===== src/verilog/timer_pkg.sv =====
package timer_pkg;

	// ----------------------------------------------------------------
	// Register byte addresses
	// ----------------------------------------------------------------
	localparam logic [7:0] ADDR_FLAGS   = 8'h0c;
	localparam logic [7:0] ADDR_ENABLES = 8'h8c;
	localparam logic [7:0] ADDR_COUNT   = 8'h20;
	localparam logic [7:0] ADDR_PERIOD  = 8'h24;
	localparam logic [7:0] ADDR_CONTROL = 8'h28;
	localparam logic [7:0] ADDR_STATUS  = 8'h2c;

	// ----------------------------------------------------------------
	// Field positions
	// ----------------------------------------------------------------
	localparam int CTRL_PRE_LSB  = 0;
	localparam int CTRL_PRE_MSB  = 1;
	localparam int CTRL_ON_BIT   = 2;
	localparam int CTRL_POST_LSB = 3;
	localparam int CTRL_POST_MSB = 6;
	localparam int FLAG_MATCH_BIT = 1;
	localparam int ENABLE_MSB     = 6;
	localparam int STAT_PRE_LSB   = 0;
	localparam int STAT_POST_LSB  = 4;
	localparam int STAT_ON_BIT    = 8;

	// ----------------------------------------------------------------
	// Reset values
	// ----------------------------------------------------------------
	localparam logic [7:0] RST_COUNT   = 8'h00;
	localparam logic [7:0] RST_PERIOD  = 8'hff;
	localparam logic [6:0] RST_CONTROL = 7'h00;
	localparam logic [6:0] RST_ENABLES = 7'h00;
	localparam logic [3:0] RST_SCALER  = 4'h0;

	// ----------------------------------------------------------------
	// Timing counts
	// ----------------------------------------------------------------
	localparam int          OSC_DIV        = 4;
	localparam logic [1:0]  OSC_DIV_LAST   = 2'(OSC_DIV - 1);
	localparam logic [3:0]  PRE_LIMIT_1    = 4'h0;
	localparam logic [3:0]  PRE_LIMIT_4    = 4'h3;
	localparam logic [3:0]  PRE_LIMIT_16   = 4'hf;

	// ----------------------------------------------------------------
	// Bus encodings
	// ----------------------------------------------------------------
	localparam logic [1:0] HTRANS_NONSEQ = 2'b10;
	localparam logic       HRESP_OKAY    = 1'b0;

	typedef enum logic [1:0] {
		PRE_DIV1  = 2'b00,
		PRE_DIV4  = 2'b01,
		PRE_DIV16 = 2'b10
	} prescale_e;

	typedef struct packed {
		logic [3:0] post;
		logic       on;
		logic [1:0] pre;
	} ctrl_s;

	typedef struct packed {
		logic       pending;
		logic       write;
		logic [7:0] addr;
	} bus_phase_s;

endpackage : timer_pkg

===== src/verilog/period_timer_with_scalers.sv =====
`timescale 1ns/100ps

module period_timer_with_scalers (
	input  wire logic        hclk,         // System clock, oscillator
	input  wire logic        hresetn,      // Async reset, active low
	input  wire logic        device_reset, // Watchdog/brown-out reset
	input  wire logic        hsel,         // Slave select
	input  wire logic [31:0] haddr,        // Address
	input  wire logic [1:0]  htrans,       // Transfer type
	input  wire logic        hwrite,       // Write strobe
	input  wire logic [2:0]  hsize,        // Transfer size
	input  wire logic [31:0] hwdata,       // Write data
	input  wire logic        hready,       // Bus ready in
	output logic [31:0]      hrdata,       // Read data
	output logic             hreadyout,    // Slave ready
	output logic             hresp,        // Response
	output logic             timer_irq,    // Peripheral interrupt request
	output logic             ssp_shift_tick,// Match pulse to serial port
	output logic             pwm_cycle_start,// PWM period restart pulse
	output logic [7:0]       pwm_timebase  // PWM time base count
);

	// ----------------------------------------------------------------
	// Helpers
	// ----------------------------------------------------------------
	function automatic logic [3:0] prescale_limit(input logic [1:0] sel);
		logic [3:0] lim;
		lim = timer_pkg::PRE_LIMIT_16;
		case (sel)
			timer_pkg::PRE_DIV1: begin
				lim = timer_pkg::PRE_LIMIT_1;
			end
			timer_pkg::PRE_DIV4: begin
				lim = timer_pkg::PRE_LIMIT_4;
			end
			default: begin
				lim = timer_pkg::PRE_LIMIT_16;
			end
		endcase
		return lim;
	endfunction : prescale_limit

	function automatic logic [31:0] widen8(input logic [7:0] v);
		return {24'h0000_00, v};
	endfunction : widen8

	// ----------------------------------------------------------------
	// Declarations
	// ----------------------------------------------------------------
	timer_pkg::bus_phase_s phase_r;
	timer_pkg::ctrl_s      ctrl_r;
	logic [7:0]            count_r;
	logic [7:0]            period_r;
	logic                  match_flag_r;
	logic [6:0]            enables_r;
	logic [1:0]            osc_div_r;
	logic [31:0]           rdata_nxt;
	logic                  ssp_tick_r;
	logic                  pwm_start_r;
	logic                  addr_take;
	logic                  wr_en;
	logic                  wr_count;
	logic                  wr_period;
	logic                  wr_control;
	logic                  wr_flags;
	logic                  wr_enables;
	logic                  osc_tick;
	logic                  pre_en;
	logic                  pre_done;
	logic                  timer_tick;
	logic                  at_period;
	logic                  match_evt;
	logic                  post_done;
	logic                  scaler_clr;
	logic [3:0]            pre_cnt;
	logic [3:0]            post_cnt;

	// ----------------------------------------------------------------
	// Bus slave
	// ----------------------------------------------------------------
	// Zero wait states; every access answers OKAY.
	assign hreadyout = 1'b1;
	assign hresp     = timer_pkg::HRESP_OKAY;

	assign addr_take = hsel && hready &&
		(htrans == timer_pkg::HTRANS_NONSEQ);

	always_ff @(posedge hclk or negedge hresetn) begin
		if (!hresetn) begin
			phase_r <= '0;
		end else if (hready) begin
			phase_r.pending <= addr_take;
			phase_r.write   <= hwrite;
			phase_r.addr    <= haddr[7:0];
		end
	end

	assign wr_en      = phase_r.pending && phase_r.write;
	assign wr_count   = wr_en && (phase_r.addr == timer_pkg::ADDR_COUNT);
	assign wr_period  = wr_en && (phase_r.addr == timer_pkg::ADDR_PERIOD);
	assign wr_control = wr_en &&
		(phase_r.addr == timer_pkg::ADDR_CONTROL);
	assign wr_flags   = wr_en && (phase_r.addr == timer_pkg::ADDR_FLAGS);
	assign wr_enables = wr_en &&
		(phase_r.addr == timer_pkg::ADDR_ENABLES);

	// Read value is snapped at the address phase, unmapped reads zero.
	always_comb begin
		rdata_nxt = 32'h0000_0000;
		case (haddr[7:0])
			timer_pkg::ADDR_COUNT: begin
				rdata_nxt = widen8(count_r);
			end
			timer_pkg::ADDR_PERIOD: begin
				rdata_nxt = widen8(period_r);
			end
			timer_pkg::ADDR_CONTROL: begin
				rdata_nxt = widen8({1'b0, ctrl_r});
			end
			timer_pkg::ADDR_FLAGS: begin
				rdata_nxt[timer_pkg::FLAG_MATCH_BIT] = match_flag_r;
			end
			timer_pkg::ADDR_ENABLES: begin
				rdata_nxt = widen8({1'b0, enables_r});
			end
			timer_pkg::ADDR_STATUS: begin
				rdata_nxt[timer_pkg::STAT_PRE_LSB +: 4]  = pre_cnt;
				rdata_nxt[timer_pkg::STAT_POST_LSB +: 4] = post_cnt;
				rdata_nxt[timer_pkg::STAT_ON_BIT]        = ctrl_r.on;
			end
			default: begin
				rdata_nxt = 32'h0000_0000;
			end
		endcase
	end

	always_ff @(posedge hclk or negedge hresetn) begin
		if (!hresetn) begin
			hrdata <= 32'h0000_0000;
		end else if (addr_take && !hwrite) begin
			hrdata <= rdata_nxt;
		end
	end

	// ----------------------------------------------------------------
	// Control and period registers
	// ----------------------------------------------------------------
	always_ff @(posedge hclk or negedge hresetn) begin
		if (!hresetn) begin
			ctrl_r <= timer_pkg::RST_CONTROL;
		end else if (device_reset) begin
			ctrl_r <= timer_pkg::RST_CONTROL;
		end else if (wr_control) begin
			ctrl_r.pre  <= hwdata[timer_pkg::CTRL_PRE_MSB:
				timer_pkg::CTRL_PRE_LSB];
			ctrl_r.on   <= hwdata[timer_pkg::CTRL_ON_BIT];
			ctrl_r.post <= hwdata[timer_pkg::CTRL_POST_MSB:
				timer_pkg::CTRL_POST_LSB];
		end
	end

	always_ff @(posedge hclk or negedge hresetn) begin
		if (!hresetn) begin
			period_r <= timer_pkg::RST_PERIOD;
		end else if (device_reset) begin
			period_r <= timer_pkg::RST_PERIOD;
		end else if (wr_period) begin
			period_r <= hwdata[7:0];
		end
	end

	// ----------------------------------------------------------------
	// Instruction clock and prescaler
	// ----------------------------------------------------------------
	// Free running so the instruction clock phase is independent of
	// the timer-on bit, as the core's own clock would be.
	always_ff @(posedge hclk or negedge hresetn) begin
		if (!hresetn) begin
			osc_div_r <= 2'b00;
		end else if (device_reset) begin
			osc_div_r <= 2'b00;
		end else if (osc_tick) begin
			osc_div_r <= 2'b00;
		end else begin
			osc_div_r <= osc_div_r + 2'b01;
		end
	end

	assign osc_tick   = (osc_div_r == timer_pkg::OSC_DIV_LAST);
	assign pre_en     = osc_tick && ctrl_r.on;
	assign scaler_clr = wr_count || wr_control || device_reset;

	scaler_counter u_prescaler (
		.hclk    (hclk),
		.hresetn (hresetn),
		.clr     (scaler_clr),
		.en      (pre_en),
		.limit   (prescale_limit(ctrl_r.pre)),
		.cnt     (pre_cnt),
		.done    (pre_done)
	);

	// A clear in the same cycle masks the tick, so no count slips past.
	assign timer_tick = pre_done && !scaler_clr;

	// ----------------------------------------------------------------
	// Count register
	// ----------------------------------------------------------------
	assign at_period = (count_r == period_r);
	assign match_evt = timer_tick && at_period;

	always_ff @(posedge hclk or negedge hresetn) begin
		if (!hresetn) begin
			count_r <= timer_pkg::RST_COUNT;
		end else if (device_reset) begin
			count_r <= timer_pkg::RST_COUNT;
		end else if (wr_count) begin
			count_r <= hwdata[7:0];
		end else if (match_evt) begin
			count_r <= timer_pkg::RST_COUNT;
		end else if (timer_tick) begin
			count_r <= count_r + 8'h01;
		end
		// Control writes fall through and keep the count.
	end

	// ----------------------------------------------------------------
	// Postscaler
	// ----------------------------------------------------------------
	scaler_counter u_postscaler (
		.hclk    (hclk),
		.hresetn (hresetn),
		.clr     (scaler_clr),
		.en      (match_evt),
		.limit   (ctrl_r.post),
		.cnt     (post_cnt),
		.done    (post_done)
	);

	// ----------------------------------------------------------------
	// Flag and enable registers
	// ----------------------------------------------------------------
	// Hardware set beats a software clear in the same cycle.
	always_ff @(posedge hclk or negedge hresetn) begin
		if (!hresetn) begin
			match_flag_r <= 1'b0;
		end else if (device_reset) begin
			match_flag_r <= 1'b0;
		end else if (post_done) begin
			match_flag_r <= 1'b1;
		end else if (wr_flags) begin
			match_flag_r <= hwdata[timer_pkg::FLAG_MATCH_BIT];
		end
	end

	always_ff @(posedge hclk or negedge hresetn) begin
		if (!hresetn) begin
			enables_r <= timer_pkg::RST_ENABLES;
		end else if (device_reset) begin
			enables_r <= timer_pkg::RST_ENABLES;
		end else if (wr_enables) begin
			enables_r <= hwdata[timer_pkg::ENABLE_MSB:0];
		end
	end

	assign timer_irq = match_flag_r &&
		enables_r[timer_pkg::FLAG_MATCH_BIT];

	// ----------------------------------------------------------------
	// Consumer outputs
	// ----------------------------------------------------------------
	// Registered one cycle so the consumers see a clean pulse.
	always_ff @(posedge hclk or negedge hresetn) begin
		if (!hresetn) begin
			ssp_tick_r  <= 1'b0;
			pwm_start_r <= 1'b0;
		end else if (device_reset) begin
			ssp_tick_r  <= 1'b0;
			pwm_start_r <= 1'b0;
		end else begin
			ssp_tick_r  <= match_evt;
			pwm_start_r <= match_evt;
		end
	end

	assign ssp_shift_tick  = ssp_tick_r;
	assign pwm_cycle_start = pwm_start_r;
	assign pwm_timebase    = count_r;

endmodule : period_timer_with_scalers


===== src/verilog/scaler_counter.sv =====
`timescale 1ns/100ps

module scaler_counter (
	input  wire logic       hclk,   // Clock
	input  wire logic       hresetn,// Async reset, active low
	input  wire logic       clr,    // Synchronous clear
	input  wire logic       en,     // Count enable
	input  wire logic [3:0] limit,  // Terminal count
	output logic [3:0]      cnt,    // Current count
	output logic            done    // Terminal count reached while enabled
);

	assign done = en && (cnt == limit);

	always_ff @(posedge hclk or negedge hresetn) begin
		if (!hresetn) begin
			cnt <= timer_pkg::RST_SCALER;
		end else if (clr || done) begin
			cnt <= timer_pkg::RST_SCALER;
		end else if (en) begin
			cnt <= cnt + 4'h1;
		end
	end

endmodule : scaler_counter


===== config.mk =====
export PLATFORM = sky130hd
export DESIGN_NAME = period_timer_with_scalers
export DESIGN_NICKNAME = d
export VERILOG_FILES = /design/src/verilog/timer_pkg.sv /design/src/verilog/period_timer_with_scalers.sv /design/src/verilog/scaler_counter.sv
export SDC_FILE = /design/constraint.sdc
export NUM_CORES = 1
export LEC_CHECK = 0
export BUFFER_PORTS_ARGS = -buffer_cell sky130_fd_sc_hd__buf_2
export CORE_MARGIN = 8
export CORE_UTILIZATION = 25
export DETAILED_ROUTE_END_ITERATION = 7
export GPL_ROUTABILITY_DRIVEN = 0
export SYNTH_ARGS = -nofsm -noshare
export SYNTH_HDL_FRONTEND = slang
export SYNTH_SLANG_ARGS = --single-unit

===== constraint.sdc =====
create_clock -name hclk -period 3.45 [get_ports hclk]
set_clock_uncertainty 0.15 [all_clocks]
set_input_delay 0.1725 -clock hclk [delete_from_list [all_inputs] [get_ports hclk]]
set_output_delay 0.1725 -clock hclk [all_outputs]
set_load 0.05 [all_outputs]

---- Yosys cells after proc, flatten, opt, wreduce, memory -nomap -nowiden ----
Index checks and enable logic that the tools add are counted.
cells by class
  add/sub/neg operators ................... 4
  equality and inequality tests ........... 17
  multiplexer cells ....................... 24
  reductions and logical operators ........ 29
operators with widths
  cell                   number
  $eq A8 B6 Y1 const B   7
  $mux W8                6
  $pmux W7 S5            1
  $mux W7                4
  $eq A8 B4 Y1 const B   2
  $eq A8 B8 Y1 const B   2
  $mux W4                4
  $logic_and A1 B1 Y1    15
  $reduce_bool A2 Y1     5
  $add A4 B1 Y4 const B  2
  $add A8 B1 Y8 const B  1
  $eq A4 B4 Y1           2
  $eq A8 B8 Y1           1
  $pmux W4 S2            1
  $pmux W1 S6            1
  $pmux W1 S5            1
  $eq A2 B2 Y1 const B   2
  $logic_or A1 B1 Y1     4
  $mux W1                4
  $mux W2                2
  $reduce_bool A4 Y1     1
  $reduce_bool A3 Y1     1
  $add A2 B1 Y2 const B  1
  $eq A2 B1 Y1 const B   1
  other kinds (2)        3
word-level totals
  register bits ........................... 61
  output and inout port bits .............. 45

---- Logic depth before layout (Yosys ltp) ----
  depth in word-level cells ............... 10
  mapped depth ............................ 7

---- Modules after synthesis ----
Synthesis repeated with hierarchy kept, for this count alone.
unflattened totals
  cells, all modules ...................... 343
  area total of the unflattened synthesis .. 3676.0 µm²
modules (own cells, without submodules)
  module                     instances  cells an instance  area each (µm²)  seq. area each (µm²)
  period_timer_with_scalers  1          295                3118.0           1336.3
  scaler_counter             2          24                 279.0            100.1

---- Worst setup path before layout ----
No wires, ideal clock.
  path kind ............................... flip-flop to flip-flop
  from .................................... register u_prescaler.cnt[0]
  to ...................................... register u_postscaler.cnt[0]
  arrival time ............................ 2.001 ns
  data required time ...................... 3.222 ns
  setup slack ............................. 1.221 ns
  stages on the path, launching flop included .. 6
  clock period less this slack ............ 2.229 ns
  path through ............................ dfrtp_1 > or4_4 > nor4b_4 > o21ai_2 > or4_1 > a21oi_1
between the ends
  word-level cells in the longest chain between the ends .. 7
RTL lines
  element                                               line                              RTL
  from (decl)                                           scaler_counter.sv:9               output logic [3:0] cnt,
  from (signal assigned)                                scaler_counter.sv:17              cnt <= timer_pkg::RST_SCALER;
  from (signal assigned)                                scaler_counter.sv:19              cnt <= timer_pkg::RST_SCALER;
  from (signal assigned)                                scaler_counter.sv:21              cnt <= cnt + 4'h1;
  $eq A4 B4 Y1 (*)                                      scaler_counter.sv:13              assign done = en && (cnt == limit);
  $logic_and A1 B1 Y1 (*)                               scaler_counter.sv:13
  $logic_and A1 B1 Y1 (*)                               period_timer_with_scalers.sv:204  assign timer_tick = pre_done && !scaler_clr;
  $logic_and A1 B1 Y1 (*)                               period_timer_with_scalers.sv:210  assign match_evt = timer_tick && at_period;
  $logic_and A1 B1 Y1                                   scaler_counter.sv:13
  $logic_or A1 B1 Y1                                    scaler_counter.sv:18              end else if (clr || done) begin
  $mux W4 / $reduce_bool A2 Y1 (equally long branches)  -
  to (signal assigned)                                  scaler_counter.sv:17
  to (signal assigned)                                  scaler_counter.sv:19
  to (signal assigned)                                  scaler_counter.sv:21
  to (decl)                                             scaler_counter.sv:9
Every way passes the cells marked *; elsewhere a longest branch is shown, timed or not.
A chain may end at the register's enable or synchronous reset.

---- Worst setup path in the final report ----
  from .................................... register u_prescaler.cnt[2]
  to ...................................... register u_postscaler.cnt[0]
The elaborated chain is that of the path after synthesis.

==> flow_summary.toml <==
[setup_path]
crit_path_start_kind = "flop"
required_ns = 3.55
cpMaxStageDelayCell = "a2111oi_2"
end_kind = "flop"
path_cells = "or3b_1, a2111oi_2, o21ai_2, or4_1, a21oi_1"
slowest_delay_ns = 0.53
critPathKind = "flop to flop"
arrival_ns = 2.69
crit_fanout = 14

[global_routing]
grt_pass1_wl_microns = 15100
grt_max_degree = 32
grtUsageTotal_pct = 10.5
gr-total-overflow = 0
antenna_found_initial = 0
grt_pass1_vias = 2754

[clock_network]
insertion_delay_ns = 0.33
cts_max_level = 3
cts.repair.resized = 0
postCtsSetupBuffers = 0
clock-sinks = 61
cts_buffers = 9
path_clk_slew_ns = 0.05
cts_root_buffer = "clkbuf_16"
cts_buffer_depth = 2
cts_tree = "yes"
cts_hold_buffers = 11

[synth]
synth_top_family_by_area = "simple AND/OR/NAND/NOR gates"
synth-simple-area-share_pct = 18.6
yosys_most_used_dff = "dfrtp_1"
ys_seq_area_share_pct = 44.3
synth_fa_ha_area_share_pct = 1.44
synth_xor_xnor_area_share_pct = 3.53
yosysTopAreaCell = "dfrtp_1"
synth.distinct_cells = 52
synth_commonest_cells = "dfrtp_1, mux2i_1, nand2_1"
synth-edff-count = 0
async_flop_share_pct = 100
syn-cell-area_sq_mm = 0.00347
synth_compound_area_share_pct = 11.7
yosysWarnings = 0
synth_top_area_share_pct = 38.2
synthMuxAreaShare_pct = 12.2
synth_cells = 347
ys_ff_latch = 61
synthTopCellsByArea = "dfrtp_1, mux2i_1, dfstp_2"
avgSynthCellArea_sq_um = 10.0
yosysMostFrequentCell = "dfrtp_1"

[finish]
fin_cells = 583
antenna_cells = 0
drive_gt1_share_pct = 21.6
seq_area_sq_mm = 0.00154
fillerInstances = 1452
layout.nets = 477
area_growth_pct = 20.5
multi_input_area_sq_mm = 0.00175

[route]
vias = 2726
drt_pass1_iterations = 5
highest_layer = "met4"
drt_iter0_drc = 142
viasPerCell = 4.68
route.met2.wl_microns = 4300
wl_per_cell_microns = 15.6
wl_met1_microns = 4030
dr_wl_met3_microns = 553
ant_nets = 0
drc_errors = 0
routed_wl_microns = 9090

[pwr]
internal_power_mw = 1.39
peakVddDrop_v = 0.000216
p_per_area_mw_per_mm2 = 466
p_comb_share_pct = 14.6
power_leakage_nw = 1.94
seqPwrFrac_pct = 39.7
clkPwrFrac_pct = 45.6
p_sw_mw = 0.554
p_sw_share_pct = 28.4

[status]
status = "finished clean"

[timing]
worst_pin_slew_ns = 0.703
setup_ws_ns = 0.864
timing.fmax_ghz = 0.387
drv_slew = 0
finalSetupViolations = 0
final-hold-violation-count = 0
slew_headroom_pct = 53.2
grt_setup_unrepaired = "false"
setup-tns-final_ns = 0
fin_crit_ns = 2.59
min_period_over_period_pct = 75.0

[floorplan]
chipWidth_microns = 134
dieArea_sq_mm = 0.0179
initial_core_util_pct = 25.3
core_sq_mm = 0.0137
pin_count = 120
rows = 43
die_y_microns = 134

[placement]
dpl.cell_count = 556
dp_hpwl_microns = 6930
place_ws_ns = 0.881
port_buffers = 43

[min_path]
hold_class = "input port to flop"

[flow_run]
maxCapViolations = 0
metrics by stage:
stage	power [mW]	util, %	hold WS (ns)	instance area [sq um]
2_1_floorplan	1.01	-	-0.273	3560
3_3_place_gp	1.06	27.6	0.103	3780
3_5_place_dp	1.06	27.6	0.112	3780
4_1_cts	1.97	30.5	0.00375	4180
5_1_grt	2.04	30.5	0.0191	4180
6_report	1.95	30.5	0.00633	4180
per-layer routing:
metal	up-vias	global-route usage, %
met2	78	16.3
met1	1335	13.6
met3	17	2.99
li1	1296	-
met5	-	0
met4	0	4.12
final timing paths:
path / to / startpoint / cells past startpoint / slack (ns)
worst min register to register: osc_div_r[0] / osc_div_r[0] / 1 / 0.29
worst max register to register: u_postscaler.cnt[0] / u_prescaler.cnt[2] / 5 / 0.86
worst max-delay path: u_postscaler.cnt[0] / u_prescaler.cnt[2] / 5 / 0.86
max in group asynchronous: period_r[1] / hresetn / 3 / 1.96
worst min-delay path: period_r[6] / hwdata[6] / 3 / 0.006
min in group asynchronous: pwm_timebase[6] / hresetn / 2 / 0.27
layout by cell type, fill, tap and decap left out, drive strengths merged, types with 4 or more instances in the layout:
cell and instances:
nor2 27, a21oi 12, dfstp 8, clkbuf 12, or4 4, inv 7, conb 25, a211oi 7
a211o 6, buf 46, xor2 10, ha 4, o21ai 14, nand2 29, dfrtp 53, xnor2 4
mux2 9, dlygate4sd3 11, a222oi 6, mux2i 30, nand3 9, nor3 6, nand4 5, and2 10
nand2b 6
power groups by stage:
| stage | Clock, mW | Combinational [mW] | Sequential [mW] |
|---|---|---|---|
| global route | 0.951 | 0.306 | 0.778 |
| CTS | 0.908 | 0.288 | 0.775 |
| floorplan | 0 | 0.141 | 0.864 |
| detailed placement | 0 | 0.278 | 0.787 |
| global placement | 0 | 0.275 | 0.786 |
| finish | 0.889 | 0.285 | 0.774 |
sequential cells by signal, summed over array words and instances (netlist names):
name and flops:
pwm_timebase 8, hrdata 9, enables_r 7, u_postscaler.cnt 4, u_prescaler.cnt 4, period_r 8
osc_div_r 2, ctrl_r 7, phase_r 10, match_flag_r 1, pwm_cycle_start 1
final cells by class:
cell class                      instances  share of cell area (%)
Clock buffer                           12                    5.89
Clock inverter                          4                    1.14
Timing Repair Buffer                   57                    8.31
Multi-Input combinational cell        261                    41.8
Inverter                                8                   0.718
Sequential cell                        61                    36.7
Tap cell                              180                    5.38
kinds of logic after synthesis:
group,count (synthesis)
AND/OR/NAND/NOR,120
AO/OA/AOI/OAI,58
XOR/XNOR,14
buffers and inverters,48
other,2
flip-flops,61
adder cells (fa/ha/maj),4
multiplexers,40
worst max-delay path, delay by kind of cell (launching register included):
kind             cells  cell delay (ns)
AO/OA/AOI/OAI        3             0.95
flip-flops           1             0.46
AND/OR/NAND/NOR      2             0.94
Note: power is estimated with default switching activity, not from simulation.
